$ cat config.mk
export PLATFORM = sky130hd
export DESIGN_NAME = pfpc_top
export DESIGN_NICKNAME = d
export VERILOG_FILES = /design/src/hw/pfpc_pkg.sv /design/src/hw/pfpc_qual.sv /design/src/hw/pfpc_top.sv
export SDC_FILE = /design/constraint.sdc
export NUM_CORES = 1
export LEC_CHECK = 0
export ABC_AREA = 1
export BUFFER_PORTS_ARGS = -buffer_cell sky130_fd_sc_hd__buf_2
export CAP_MARGIN = 20
export CORE_AREA = 8 8 193 195
export CTS_CLUSTER_DIAMETER = 40
export DETAILED_ROUTE_END_ITERATION = 8
export DIE_AREA = 0 0 201 203
export HOLD_SLACK_MARGIN = 0.03
export PLACE_DENSITY = 0.84
export SYNTH_ARGS = -nofsm -noshare
export SYNTH_HDL_FRONTEND = slang
export SYNTH_SLANG_ARGS = --single-unit
$ cat constraint.sdc
create_clock -name mclk -period 5.09 [get_ports mclk]
set_input_delay 1.018 -clock mclk [delete_from_list [all_inputs] [get_ports mclk]]
set_output_delay 1.018 -clock mclk [all_outputs]
set_load 0.02 [all_outputs]
$ cat src/hw/pfpc_pkg.sv
// Purpose: constants for the pack switch protection controller
// Assumes: mclk at 125 MHz, synchronous active-high reset
// Notes: thresholds and qualification delays are inputs; widths, reset values, slot indices and the fuse wait live here
// Behaviour
// - low cell or cold: precharge on, charge off
// - all cells good, warm: charge also on
// - safety cutoff or temperature: charge, precharge low
// - charging above thresholds enables discharge switch too
// - discharging keeps charge on if current direction correct
// - discharge drive defaults high
// - low cell, overcurrent or fault: discharge low
// - programmable hysteresis on voltage limits
// - independent qualification timer per over-temperature/over-current threshold
// - safety current comparators act without firmware
// - external input polarity selectable
// - safety mode: external input forces switches off
// - alternate mode: inputs are platform power controls
// - switch fails to open on a fault or external input: blow fuse
// - ship mode opens all switches
// - extreme undervoltage: only precharge, when charger present
package pfpc_pkg;
  localparam int unsigned PFPC_CELLS = 4;
  localparam int unsigned PFPC_VW = 16;
  localparam int unsigned PFPC_TW = 16;
  localparam int unsigned PFPC_NQ = 4;
  localparam logic PFPC_DSG_RESET = 1'b1;
  localparam logic PFPC_CHG_RESET = 1'b0;
  localparam logic PFPC_PRE_RESET = 1'b0;
  localparam logic PFPC_PLAT_RESET = 1'b0;
  localparam logic PFPC_FUSE_RESET = 1'b0;
  // qualification slots: 0 chg over-temp, 1 dsg over-temp, 2 chg over-current, 3 dsg over-current
  localparam int unsigned PFPC_Q_OTC = 0;
  localparam int unsigned PFPC_Q_OTD = 1;
  localparam int unsigned PFPC_Q_OCC = 2;
  localparam int unsigned PFPC_Q_OCD = 3;
  // fuse escalation wait, given in microseconds and converted to cycles of mclk
  localparam int unsigned PFPC_FUSE_WAIT_US = 100;
  localparam int unsigned PFPC_FUSE_WAIT_CYC = PFPC_FUSE_WAIT_US * 125;
endpackage : pfpc_pkg

$ cat src/hw/pfpc_qual.sv
// Purpose: condition qualification timer
// Assumes: raw condition synchronous to mclk
// Notes: output asserts once raw held for limit cycles; drops with raw
`timescale 1ns/100ps
`default_nettype none
module pfpc_qual #(
  parameter int unsigned W = 16
) (
  input wire logic mclk,
  input wire logic rst,
  input wire logic raw,
  input wire logic [W-1:0] limit,
  output logic qualified
);
  logic [W-1:0] count;
  wire logic done = (count >= limit);
  // count while raw, hold at limit; any gap restarts the wait
  always_ff @(posedge mclk) begin
    if (rst || !raw) begin
      count <= '0;
      qualified <= 1'b0;
    end else begin
      if (!done) count <= count + 1'b1;
      qualified <= done;
    end
  end
endmodule : pfpc_qual
`default_nettype wire

$ cat src/hw/pfpc_top.sv
// Purpose: charge, precharge and discharge switch drive decision
// Assumes: all inputs synchronous to mclk; converters are outside
// Notes: drives are registered; fuse output is sticky until reset
//   ship mode overrides extreme undervoltage, which overrides normal use
`timescale 1ns/100ps
`default_nettype none
module pfpc_top
  import pfpc_pkg::*;
#(
  parameter int unsigned FUSE_WAIT = PFPC_FUSE_WAIT_CYC
) (
  input wire logic mclk,
  input wire logic rst,
  input wire logic [PFPC_CELLS*PFPC_VW-1:0] cell_mv,
  input wire logic [PFPC_VW-1:0] pack_mv,
  input wire logic [PFPC_VW-1:0] temp_k,
  input wire logic [PFPC_VW-1:0] precharge_uv_mv,
  input wire logic [PFPC_VW-1:0] cell_uv_mv,
  input wire logic [PFPC_VW-1:0] cell_ov_mv,
  input wire logic [PFPC_VW-1:0] pack_uv_mv,
  input wire logic [PFPC_VW-1:0] pack_ov_mv,
  input wire logic [PFPC_VW-1:0] hyst_mv,
  input wire logic [PFPC_VW-1:0] temp_chg_min,
  input wire logic [PFPC_VW-1:0] temp_chg_max,
  input wire logic [PFPC_VW-1:0] temp_dsg_max,
  input wire logic [PFPC_NQ*PFPC_TW-1:0] qual_limit,
  input wire logic charging,
  input wire logic discharging,
  input wire logic current_dir_ok,
  input wire logic charger_present,
  input wire logic safety_sense_cell_side,
  input wire logic safety_sense_pack_side,
  input wire logic short_circuit,
  input wire logic fw_fault,
  input wire logic ship_mode,
  input wire logic extreme_undervoltage_shutdown,
  input wire logic [1:0] external_switch_control_in,
  input wire logic [1:0] ext_polarity,
  input wire logic ext_mode_platform,
  output logic charge_switch_drive,
  output logic precharge_switch_drive,
  output logic discharge_switch_drive,
  output logic platform_power_ctl_a,
  output logic platform_power_ctl_b,
  output logic fuse_blow
);
  // per-cell comparisons
  // the release compares add the hysteresis, so a band near full scale wraps
  logic [PFPC_CELLS-1:0] below_pre;
  logic [PFPC_CELLS-1:0] below_uv;
  logic [PFPC_CELLS-1:0] above_ov;
  logic [PFPC_CELLS-1:0] above_uv_rel;
  logic [PFPC_CELLS-1:0] below_ov_rel;
  genvar g;
  generate
    for (g = 0; g < PFPC_CELLS; g++) begin : g_cell
      wire logic [PFPC_VW-1:0] v = cell_mv[g*PFPC_VW +: PFPC_VW];
      assign below_pre[g] = v < precharge_uv_mv;
      assign below_uv[g] = v < cell_uv_mv;
      assign above_ov[g] = v > cell_ov_mv;
      assign above_uv_rel[g] = v >= cell_uv_mv + hyst_mv;
      assign below_ov_rel[g] = v + hyst_mv <= cell_ov_mv;
    end
  endgenerate

  // pack-level limits; release needs the limit plus the hysteresis band
  wire logic pack_uv_set = pack_mv < pack_uv_mv;
  wire logic pack_ov_set = pack_mv > pack_ov_mv;
  wire logic pack_uv_clr = pack_mv >= pack_uv_mv + hyst_mv;
  wire logic pack_ov_clr = pack_mv + hyst_mv <= pack_ov_mv;

  // a latch sets on any cell or the pack and clears only when every one is back
  wire logic uv_set = |below_uv || pack_uv_set;
  wire logic ov_set = |above_ov || pack_ov_set;
  wire logic uv_clr = &above_uv_rel && pack_uv_clr;
  wire logic ov_clr = &below_ov_rel && pack_ov_clr;

  // latched voltage faults so drives do not chatter at a limit; set beats clear
  logic uv_flt;
  logic ov_flt;
  wire logic next_uv_flt = uv_set ? 1'b1 : (uv_clr ? 1'b0 : uv_flt);
  wire logic next_ov_flt = ov_set ? 1'b1 : (ov_clr ? 1'b0 : ov_flt);

  // under-voltage latch
  always_ff @(posedge mclk) begin
    if (rst) begin
      uv_flt <= 1'b0;
    end else begin
      uv_flt <= next_uv_flt;
    end
  end

  // over-voltage latch
  always_ff @(posedge mclk) begin
    if (rst) begin
      ov_flt <= 1'b0;
    end else begin
      ov_flt <= next_ov_flt;
    end
  end

  // each over-temperature and over-current limit has its own timer
  wire logic [PFPC_NQ-1:0] q_raw;
  logic [PFPC_NQ-1:0] q_ok;
  assign q_raw[PFPC_Q_OTC] = charging && (temp_k > temp_chg_max);
  assign q_raw[PFPC_Q_OTD] = temp_k > temp_dsg_max;
  assign q_raw[PFPC_Q_OCC] = safety_sense_cell_side;
  assign q_raw[PFPC_Q_OCD] = safety_sense_pack_side;
  generate
    for (g = 0; g < PFPC_NQ; g++) begin : g_qual
      pfpc_qual #(.W(PFPC_TW)) u_qual (
        .mclk(mclk),
        .rst(rst),
        .raw(q_raw[g]),
        .limit(qual_limit[g*PFPC_TW +: PFPC_TW]),
        .qualified(q_ok[g])
      );
    end
  endgenerate

  // external inputs, normalised to active high
  wire logic [1:0] ext_act = external_switch_control_in ^ ext_polarity;
  wire logic ext_force_off = !ext_mode_platform && |ext_act;
  wire logic [1:0] next_plat = ext_mode_platform ? ext_act : 2'b00;

  // fault aggregation; short circuit bypasses any timer
  wire logic temp_flt = q_ok[PFPC_Q_OTC] || q_ok[PFPC_Q_OTD];
  wire logic cur_flt = q_ok[PFPC_Q_OCC] || q_ok[PFPC_Q_OCD] || short_circuit;
  wire logic chg_kill = ov_flt || temp_flt || cur_flt || fw_fault || ext_force_off;
  wire logic dsg_kill = uv_flt || cur_flt || fw_fault || ext_force_off || temp_flt;
  wire logic cold = temp_k < temp_chg_min;
  wire logic pre_mode = |below_pre || cold;

  // enabling terms; precharge stays on beside charge once cells are good
  wire logic chg_en = (!pre_mode && !discharging) ||
                      (discharging && current_dir_ok);
  wire logic pre_en = !discharging;

  // normal-operation drives: any disable beats any enable
  // discharge is on by default, which also spares its body diode while charging
  wire logic norm_chg = chg_en && !chg_kill;
  wire logic norm_pre = pre_en && !chg_kill;
  wire logic norm_dsg = !dsg_kill;

  // extreme undervoltage keeps only precharge, and only with a charger present;
  // the external safety inputs still win because they act in pure hardware
  wire logic extreme_undervoltage_shutdown_pre = charger_present && !ext_force_off;

  // mode overrides: ship beats extreme undervoltage, which beats normal operation
  logic next_chg;
  logic next_pre;
  logic next_dsg;
  always_comb begin
    next_chg = norm_chg;
    next_pre = norm_pre;
    next_dsg = norm_dsg;
    if (extreme_undervoltage_shutdown) begin
      next_chg = 1'b0;
      next_dsg = 1'b0;
      next_pre = extreme_undervoltage_shutdown_pre;
    end
    if (ship_mode) begin
      next_chg = 1'b0;
      next_pre = 1'b0;
      next_dsg = 1'b0;
    end
  end

  // escalation: current still flows in the commanded direction after an open;
  // the count saturates so a long fault cannot wrap back below the wait
  logic [31:0] fail_cnt;
  wire logic open_cmd = ext_force_off || chg_kill || dsg_kill;
  wire logic still_on = open_cmd && current_dir_ok && (charging || discharging);
  wire logic fail_cnt_full = fail_cnt >= FUSE_WAIT;
  wire logic [31:0] fail_cnt_inc = fail_cnt + 32'h00000001;
  wire logic [31:0] next_fail_cnt = !still_on ? 32'h00000000 :
                                    (fail_cnt_full ? fail_cnt : fail_cnt_inc);
  wire logic next_fuse = fuse_blow || (still_on && fail_cnt_full);

  // timer of the escalation path
  always_ff @(posedge mclk) begin
    if (rst) begin
      fail_cnt <= '0;
    end else begin
      fail_cnt <= next_fail_cnt;
    end
  end

  // the fuse is one-way: once blown only reset clears the flag
  always_ff @(posedge mclk) begin
    if (rst) begin
      fuse_blow <= PFPC_FUSE_RESET;
    end else begin
      fuse_blow <= next_fuse;
    end
  end

  // registered drives, so a comparator glitch never reaches a gate;
  // the outer buffers invert, so a high drive here closes the switch
  always_ff @(posedge mclk) begin
    if (rst) begin
      charge_switch_drive <= PFPC_CHG_RESET;
      precharge_switch_drive <= PFPC_PRE_RESET;
      discharge_switch_drive <= PFPC_DSG_RESET;
    end else begin
      charge_switch_drive <= next_chg;
      precharge_switch_drive <= next_pre;
      discharge_switch_drive <= next_dsg;
    end
  end

  // platform power-management lines, live only in the alternate mode
  always_ff @(posedge mclk) begin
    if (rst) begin
      platform_power_ctl_a <= PFPC_PLAT_RESET;
      platform_power_ctl_b <= PFPC_PLAT_RESET;
    end else begin
      platform_power_ctl_a <= next_plat[0];
      platform_power_ctl_b <= next_plat[1];
    end
  end
endmodule : pfpc_top
`default_nettype wire

### Yosys cells after proc, flatten, opt, wreduce, memory -nomap -nowiden

Index checks and enable logic that the tools add are counted.
Widths: inputs -> output; s select.

| operators by class | value |
|---|---|
| add/subtract/negate cells | 12 |
| magnitude comparators | 32 |
| muxes and demuxes | 7 |
| bitwise operators | 3 |
| reduce and logical (&&, ||, !) cells | 57 |

Operator list:

| cell | number |
|---|---|
| $lt 16x16->1 | 10 |
| $ge 16x16->1 | 9 |
| $add 16x16->16 | 7 |
| $gt 16x16->1 | 7 |
| $le 16x16->1 | 5 |
| $add 16x1->16 const B | 4 |
| $add 32x1->32 const B | 1 |
| $ge 32x14->1 const B | 1 |
| $logic_or 1x1->1 | 23 |
| $logic_and 1x1->1 | 12 |
| $reduce_or 4->1 | 3 |
| $logic_not 1->1 | 10 |
| $reduce_and 4->1 | 2 |
| $reduce_or 2->1 | 4 |
| $mux 1 | 7 |
| $reduce_bool 2->1 | 2 |
| $reduce_or 3->1 | 1 |
| $not 1->1 | 2 |
| $xor 2x2->2 | 1 |

| storage, ports and cells | value |
|---|---|
| register bits after elaboration | 108 |
| input bits | 321 |
| output and inout bits | 6 |
| logic and storage cells | 128 |

### Logic depth before layout (Yosys ltp)

Gate-level depths: netlist of the first run.

| logic depth | value |
|---|---|
| depth in word-level cells | 11 |
| mapped depth | 25 |
| mapped depth without buffers | 25 |

### Hierarchy

From an unflattened synthesis of the first run, not the netlist that was laid out.

| unflattened totals | value |
|---|---|
| cells, all modules | 3099 |
| area, all modules | 21443.1 µm² |

By module, submodules not included:

| module | instances | cells each | area an instance (µm²) | seq. area each (µm²) |
|---|---|---|---|---|
| pfpc_top | 1 | 2183 | 15557.4 | 800.8 |
| pfpc_qual | 4 | 229 | 1471.4 | 340.3 |

### Least setup slack after synthesis of the first run

OpenSTA, ideal clock, no wires.

| timing path | value |
|---|---|
| path type | input -> register |
| start | in hyst_mv[1] |
| end | reg ov_flt |
| library setup time | 0.131 ns |
| data arrival time | 3.764 ns |
| path slack | 1.195 ns |
| stages on the path | 23 |
| path buffers | 0 |
| path through | inv_1 -> fa_1 -> inv_1 -> a21oi_1 -> o21ai_1 -> nand2_1 -> o211ai_1 -> a31oi_1 -> o21ai_1 -> a21oi_1 -> nor2_1 -> nor2_1 -> xor2_1 -> ha_1 -> nand2_1 -> inv_1 -> nand3_1 -> nor3_1 -> nand4_1 -> nand2_1 -> nand2_1 -> o21ai_0 -> a21oi_1 |

| on the way | value |
|---|---|
| longest elaborated chain between the ends | 5 |
| elaborated cells between the ends (all ways) | 13 |

RTL lines:

| element | RTL line | source |
|---|---|---|
| from (decl) | pfpc_top.sv:22 | `input wire logic [PFPC_VW-1:0] hyst_mv,` |
| $add 16x16->16 | pfpc_top.sv:62 | `assign below_ov_rel[g] = v + hyst_mv <= cell_ov_mv;` |
| $le 16x16->1 | pfpc_top.sv:62 |  |
| $reduce_and 4->1 | pfpc_top.sv:76 | `wire logic ov_clr = &below_ov_rel && pack_ov_clr;` |
| $logic_and 1x1->1 * | pfpc_top.sv:76 |  |
| $reduce_bool 2->1 (no source line) * | -- |  |
| to (signal assigned) | pfpc_top.sv:98 | `ov_flt <= next_ov_flt;` |
| to (decl) | pfpc_top.sv:80 | `logic ov_flt;` |

Mark *: on every way between the ends. The rest lies on a longest branch, timed or not.
A chain may end at the register's enable or synchronous reset.

### Worst setup path in the final report of the first run

| timing path | value |
|---|---|
| start | in hyst_mv[0] |
| end | reg uv_flt |

| on the way | value |
|---|---|
| longest elaborated chain between the ends | 5 |
| elaborated cells between the ends (all ways) | 10 |

RTL lines:

| element | RTL line | source |
|---|---|---|
| $add 16x16->16 | pfpc_top.sv:61 | `assign above_uv_rel[g] = v >= cell_uv_mv + hyst_mv;` |
| $ge 16x16->1 | pfpc_top.sv:61 |  |
| $reduce_and 4->1 | pfpc_top.sv:75 | `wire logic uv_clr = &above_uv_rel && pack_uv_clr;` |
| $logic_and 1x1->1 * | pfpc_top.sv:75 |  |
| $reduce_bool 2->1 (no source line) * | -- |  |
| to (signal assigned) | pfpc_top.sv:89 | `uv_flt <= next_uv_flt;` |
| to (decl) | pfpc_top.sv:79 | `logic uv_flt;` |

Marked as above.

==> impl_metrics.tcl, run 1 <==
set metrics [dict create \
    status "completed" \
    crit_end "uv_flt" \
    clkLatencyLatePin_ns 0.36 \
    clockRootBuffer "clkbuf_16" \
    synth_edf_count 0 \
    setup_violations 0 \
    ctsHoldBuffers 0 \
    grt_antenna_before_repair 2 \
    r2r_setup_slack_ns 2.53 \
    die_w_um 201 \
    cts_sinks 108 \
    fin_nets 4094 \
    synthArstFlopShare_pct 0 \
    die_h_um 203 \
    totalWireLength_um 63600 \
    synthTopCellsByCount "593 x ha_1, 510 x inv_1, 423 x nand2_1, 370 x a21oi_1, 159 x nor2_1" \
    slowest_stage "fa_1" \
    rows 68 \
    yosysSeqAreaShare_pct 10.7 \
    skew_ns 0.00975 \
    coreArea_mm2 0.0341 \
    yosysUniqueCellTypes 62 \
    grt_usage_pct 29.8 \
    crit_chain "buf_2 > ha_1 > inv_1 > fa_1 > nand3b_1 > and2_1 > o221ai_2 > a21oi_1 > o21ai_2 > nand3_1 > o21ai_0 > xor2_1 > ha_1 > nand2_1 > inv_1 > nand3_1 > nor3_1 > nand2_1 > o2111ai_1 > a31oi_1 > nor2_1 > nand2_1 > nand2_1 > a21oi_2" \
    maxCapViolCount 0 \
    power_leakage_nw 12.1 \
    syn_nets 3764 \
    regToRegStartpoint "g_qual[1].u_qual.qualified" \
    worstPathBufferInverterCount 3 \
    areaGrowthSynthToFinish_pct 12.3 \
    place_congestion 0.985 \
    synth_top_area_share_pct 36.7 \
    rsz0062_at_grt "false" \
    first_pass_iters 8 \
    ys_top_cells_by_area "ha_1 37%, dfxtp_1 11%, inv_1 9.5%" \
    path_delay_family "compound AO/OA/AOI/OAI gates" \
    hold_viol 0 \
    grt_max_degree 26 \
    path_max_fanout 7 \
    worstMarginPinSlew_ns 0.851 \
    max_freq_ghz 0.227 \
    ios 327 \
    layout_min_cycle_time_ns 4.41 \
    synth_area_leader_cell "ha_1" \
    final_area_mm2 0.0227 \
    drive_gt1_share_pct 12.6 \
    power_density_mw_per_mm2 165 \
    drtIter0Drc 1299 \
    critPathMaxStageDelay_ns 0.39 \
    slew_headroom_pct 43.1 \
    path_clk_slew_ns 0.07 \
    cts-buffers-inserted 9 \
    overflow 0 \
    avgSynthCellArea_um2 7.10 \
    grt_pass1_wl_um 101000 \
    synth_cells 2843 \
    finalSetupTns_ns 0 \
    cts_setup_buffers 0 \
    cts_tree "built" \
    worstSetupPathType "in2reg" \
    num_vias 21000 \
    required_ns 5.39 \
    cts_resized 0 \
    crit_path_start "hyst_mv[0]" \
    io_buffers 326 \
    syn_area_mm2 0.0202 \
    synth_most_common_cell "ha_1" \
    timing.rr.end "fail_cnt[10]" \
    cts_buffer_depth 2 \
    cpMostUsedCell "nand2_1" \
    min_from "fail_cnt[22]" \
    grt_pass1_vias 21100 \
    yosys_warnings 0 \
    drtAntennaViolNets 0 \
    synth_top_flop_cell "dfxtp_1" \
    instances_no_fill 3636 \
    dp_hpwl_um 55300 \
    cp_num_cells 24 \
    htree_levels 3 \
    crit_path_start_kind "primary input" \
    drc 0 \
    cp-end-kind "register" \
    ir_drop_uv 193 \
    crit_arrival_ns 4.71 \
    die_area_mm2 0.0408 \
    dp.cells 3617 \
    start_util_pct 59.2 \
    ys_ff_latch 108 \
    wl_per_cell_um 17.5 \
    fin_crit_sh_pct 86.6 \
    slew_violations 0 \
    final_util_pct 66.5 \
    viasPerCell 5.78 \
    reg2reg_depth 10 \
    dpl_cell_area_mm2 0.0224 \
    hold_class "reg2reg" \
]
report_power, final:
part | total [mW] | switching, mW | internal [mW]
Combinational | 2.14 | 1.29 | 0.851
Sequential | 0.855 | 0.00450 | 0.850
Clock | 0.745 | 0.351 | 0.394
Total | 3.74 | 1.64 | 2.10
how the worst min path moves through the flow:
stage              endpoint  slack (ns)  cells after the start
6_report       fail_cnt[22]        0.43                      2
5_1_grt        fail_cnt[17]        0.44                      2
4_1_cts        fail_cnt[22]        0.43                      2
3_5_place_dp   fail_cnt[24]        0.42                      2
3_3_place_gp   fail_cnt[16]        0.41                      2
2_1_floorplan  fail_cnt[24]        0.41                      2
cells in the final DEF (no fill, tap or decap), drive strengths merged, types with 10 or more instances in the layout:
cell,n
a211oi,20
a21boi,11
a21oi,373
a31oi,10
buf,328
clkbuf,10
dfxtp,108
ha,593
inv,518
nand2,430
nand3,86
nand4,59
nor2,170
nor3,71
nor4,12
o2111ai,10
o211ai,38
o21a,13
o21ai,119
o21bai,11
o31ai,12
xnor2,29
xor2,79
cells by family after synthesis:
group / synth area share (%)
buffers and inverters: 9.77
adders and majority gates: 37.4
AOI/OAI and AO/OA: 18.7
DFF: 10.7
and+or+nand+nor: 18.7
xor gates and xnor gates: 4.68
worst min-delay path, stage by stage, from the launching register on:
cell and delay, ns:
dfxtp_1 0.31, inv_1 0.05, nor2_1 0.03
through the flow:
step	setup WS (ns)	total power [mW]	hold slack (ns)
6_report	0.681	3.74	0.430
3_5_place_dp	0.453	2.98	0.420
3_3_place_gp	0.595	2.86	0.415
5_1_grt	0.429	4.07	0.445
2_1_floorplan	1.19	2.32	0.408
4_1_cts	0.829	3.72	0.431
sequential cells by signal, indices dropped and copies added (netlist names):
signal	count
fuse_blow	1
charge_switch_drive	1
g_qual.u_qual.count	64
discharge_switch_drive	1
ov_flt	1
precharge_switch_drive	1
uv_flt	1
fail_cnt	32
platform_power_ctl_b	1
g_qual.u_qual.qualified	4
platform_power_ctl_a	1
per-layer routing:
metal	up-vias	GRT usage, %	wire, µm
met5	-	0	0
met4	0	12.3	2390
met3	150	5.08	4380
met2	692	51.8	29900
met1	9694	35.8	26900
li1	10500	-	-
cell type report:
class                           instances  area, µm²
Antenna cell                            3       7.51
Clock buffer                           10        229
Clock inverter                          6       82.6
Fill cell                            3001      11400
Inverter                              515       1930
Multi-Input combinational cell       2211      16100
Sequential cell                       108       2160
Tap cell                              455        569
Timing Repair Buffer                  328       1650
No activity file was read; power rests on OpenSTA's default activity.
==> run 2: changes to the inputs <==
--- a/config.mk
+++ b/config.mk
@@ -13,7 +13,7 @@
 export DETAILED_ROUTE_END_ITERATION = 8
 export DIE_AREA = 0 0 201 203
 export HOLD_SLACK_MARGIN = 0.03
-export PLACE_DENSITY = 0.84
+export PLACE_DENSITY = 0.86
 export SYNTH_ARGS = -nofsm -noshare
 export SYNTH_HDL_FRONTEND = slang
 export SYNTH_SLANG_ARGS = --single-unit
==> run 2 against run 1 <==
Compared with the run above:
- clock skew increased by 0.0017 ns
- highest routed layer unchanged
- largest power group unchanged
- core utilization is essentially flat
- combinational power barely moved
==> impl_metrics.tcl, run 2 (synthesis gave the netlist of run 1 again) <==
set metrics [dict create \
    status "completed" \
    die_h_um 203 \
    num_vias 21000 \
    path_max_fanout 7 \
    largest_reg_flops 64 \
    grt_pass1_vias 21100 \
    totalWireLength_um 63400 \
    rsz0062_at_grt "false" \
    coreArea_mm2 0.0341 \
    cts_resized 0 \
    dp.cells 3617 \
    path_clk_slew_ns 0.09 \
    die_area_mm2 0.0408 \
    ir_drop_uv 200 \
    grt_pass1_wl_um 100000 \
    worstMarginPinSlew_ns 0.863 \
    dp_hpwl_um 55000 \
    maxCapViolCount 0 \
    dpl_cell_area_mm2 0.0224 \
    cts_tree "built" \
    crit_path_start_kind "primary input" \
    regToRegStartpoint "g_qual[1].u_qual.qualified" \
    hold_class "reg2reg" \
    cp-end-kind "register" \
    slew_headroom_pct 42.3 \
    rows 68 \
    worstPathBufferInverterCount 3 \
    drc 0 \
    die_w_um 201 \
    drtIter0Drc 1322 \
    max_freq_ghz 0.230 \
    min_from "fail_cnt[23]" \
    post-place-ws_ns 0.401 \
    top_register "g_qual.u_qual.count" \
    final_area_mm2 0.0227 \
    final_cell_mix "593 x ha_1, 510 x inv_1, 423 x nand2_1" \
    clkLatencyLatePin_ns 0.37 \
    path_delay_family "compound AO/OA/AOI/OAI gates" \
    grt_max_degree 26 \
    place_congestion 0.989 \
    wl_per_cell_um 17.4 \
    slowest_stage "fa_1" \
    drive_gt1_share_pct 12.6 \
    drtAntennaViolNets 0 \
    multi_input_area_mm2 0.0161 \
    power_leakage_nw 12.1 \
    layout_min_cycle_time_ns 4.35 \
    cts_setup_buffers 0 \
    grt_usage_pct 29.5 \
    final_common_cell "ha_1" \
    power_density_mw_per_mm2 164 \
    slew_violations 0 \
    cts-buffers-inserted 9 \
    areaGrowthSynthToFinish_pct 12.4 \
    fin_crit_sh_pct 85.4 \
    setup_violations 0 \
    ctsHoldBuffers 0 \
    crit_arrival_ns 4.66 \
    crit_path_start "hyst_mv[0]" \
    reg_top3 "g_qual.u_qual.count (64), fail_cnt (32), g_qual.u_qual.qualified (4)" \
    viasPerCell 5.79 \
    first_pass_iters 5 \
    skew_ns 0.0114 \
    fin_nets 4094 \
    io_buffers 326 \
    crit_chain "buf_2 > ha_1 > inv_1 > fa_1 > nand3b_1 > and2_1 > o221ai_2 > a21oi_1 > o21ai_2 > nand3_1 > o21ai_0 > xor2_1 > ha_1 > nand2_1 > inv_1 > nand3_1 > nor3_1 > nand2_1 > o2111ai_1 > a31oi_1 > nor2_1 > nand2_1 > nand2_1 > a21oi_2" \
    grt_antenna_before_repair 3 \
    instances_no_fill 3637 \
    nFillCells 3019 \
    required_ns 5.40 \
    cts_sinks 108 \
    cts_buffer_depth 2 \
    setup_ws_ns 0.745 \
    start_util_pct 59.2 \
    ios 327 \
    regArea_mm2 0.00216 \
    finalSetupTns_ns 0 \
    worstSetupPathType "in2reg" \
    clockRootBuffer "clkbuf_16" \
    htree_levels 3 \
    overflow 0 \
    critPathMaxStageDelay_ns 0.40 \
    cpMostUsedCell "nand2_1" \
    hold_viol 0 \
]
## run 2: tightest hold or removal path, stage by stage, from the launching register on
cell     delay [ns]
dfxtp_1        0.32
inv_1          0.04
nor2_1         0.03
## run 2: report_power, final
| part | total [mW] | switching, mW | leakage, nW | internal [mW] |
|---|---|---|---|---|
| clock network | 0.731 | 0.376 | 0.151 | 0.356 |
| registers | 0.855 | 0.00466 | 0.872 | 0.851 |
| logic | 2.14 | 1.29 | 11.1 | 0.852 |
## run 2: layout make-up
type / instances / area share [%]
Sequential cell: 108 / 9.53
Timing Repair Buffer: 328 / 7.26
Clock buffer: 9 / 0.992
Clock inverter: 7 / 0.380
Multi-Input combinational cell: 2211 / 70.8
Tap cell: 455 / 2.51
Antenna cell: 4 / 0.0441
Inverter: 515 / 8.52
## run 2: worst paths after layout
kind	to	slack, ns	cells past startpoint
setup / recovery	uv_flt	0.74	24
hold / removal	fail_cnt[23]	0.43	2
setup reg to reg	fail_cnt[10]	2.51	10
hold reg to reg	fail_cnt[23]	0.43	2
## run 2: metrics by stage
| step | hold slack [ns] | total power, mW | utilization (%) |
|---|---|---|---|
| 2_1_floorplan | 0.408 | 2.32 | - |
| 3_3_place_gp | 0.414 | 2.86 | 65.6 |
| 3_5_place_dp | 0.421 | 2.98 | 65.6 |
| 4_1_cts | 0.432 | 3.71 | 66.5 |
| 5_1_grt | 0.444 | 4.05 | 66.5 |
| 6_report | 0.432 | 3.73 | 66.5 |
## run 2: layer usage
metal,GRT usage (%),wire (µm),up-vias,share of wire (%)
met2,51.3,29900,682,47
met5,0,0,-,0
met1,36.5,27300,9754,43
li1,-,-,10500,-
met3,4.78,4290,130,6.8
met4,9.96,1930,0,3.0
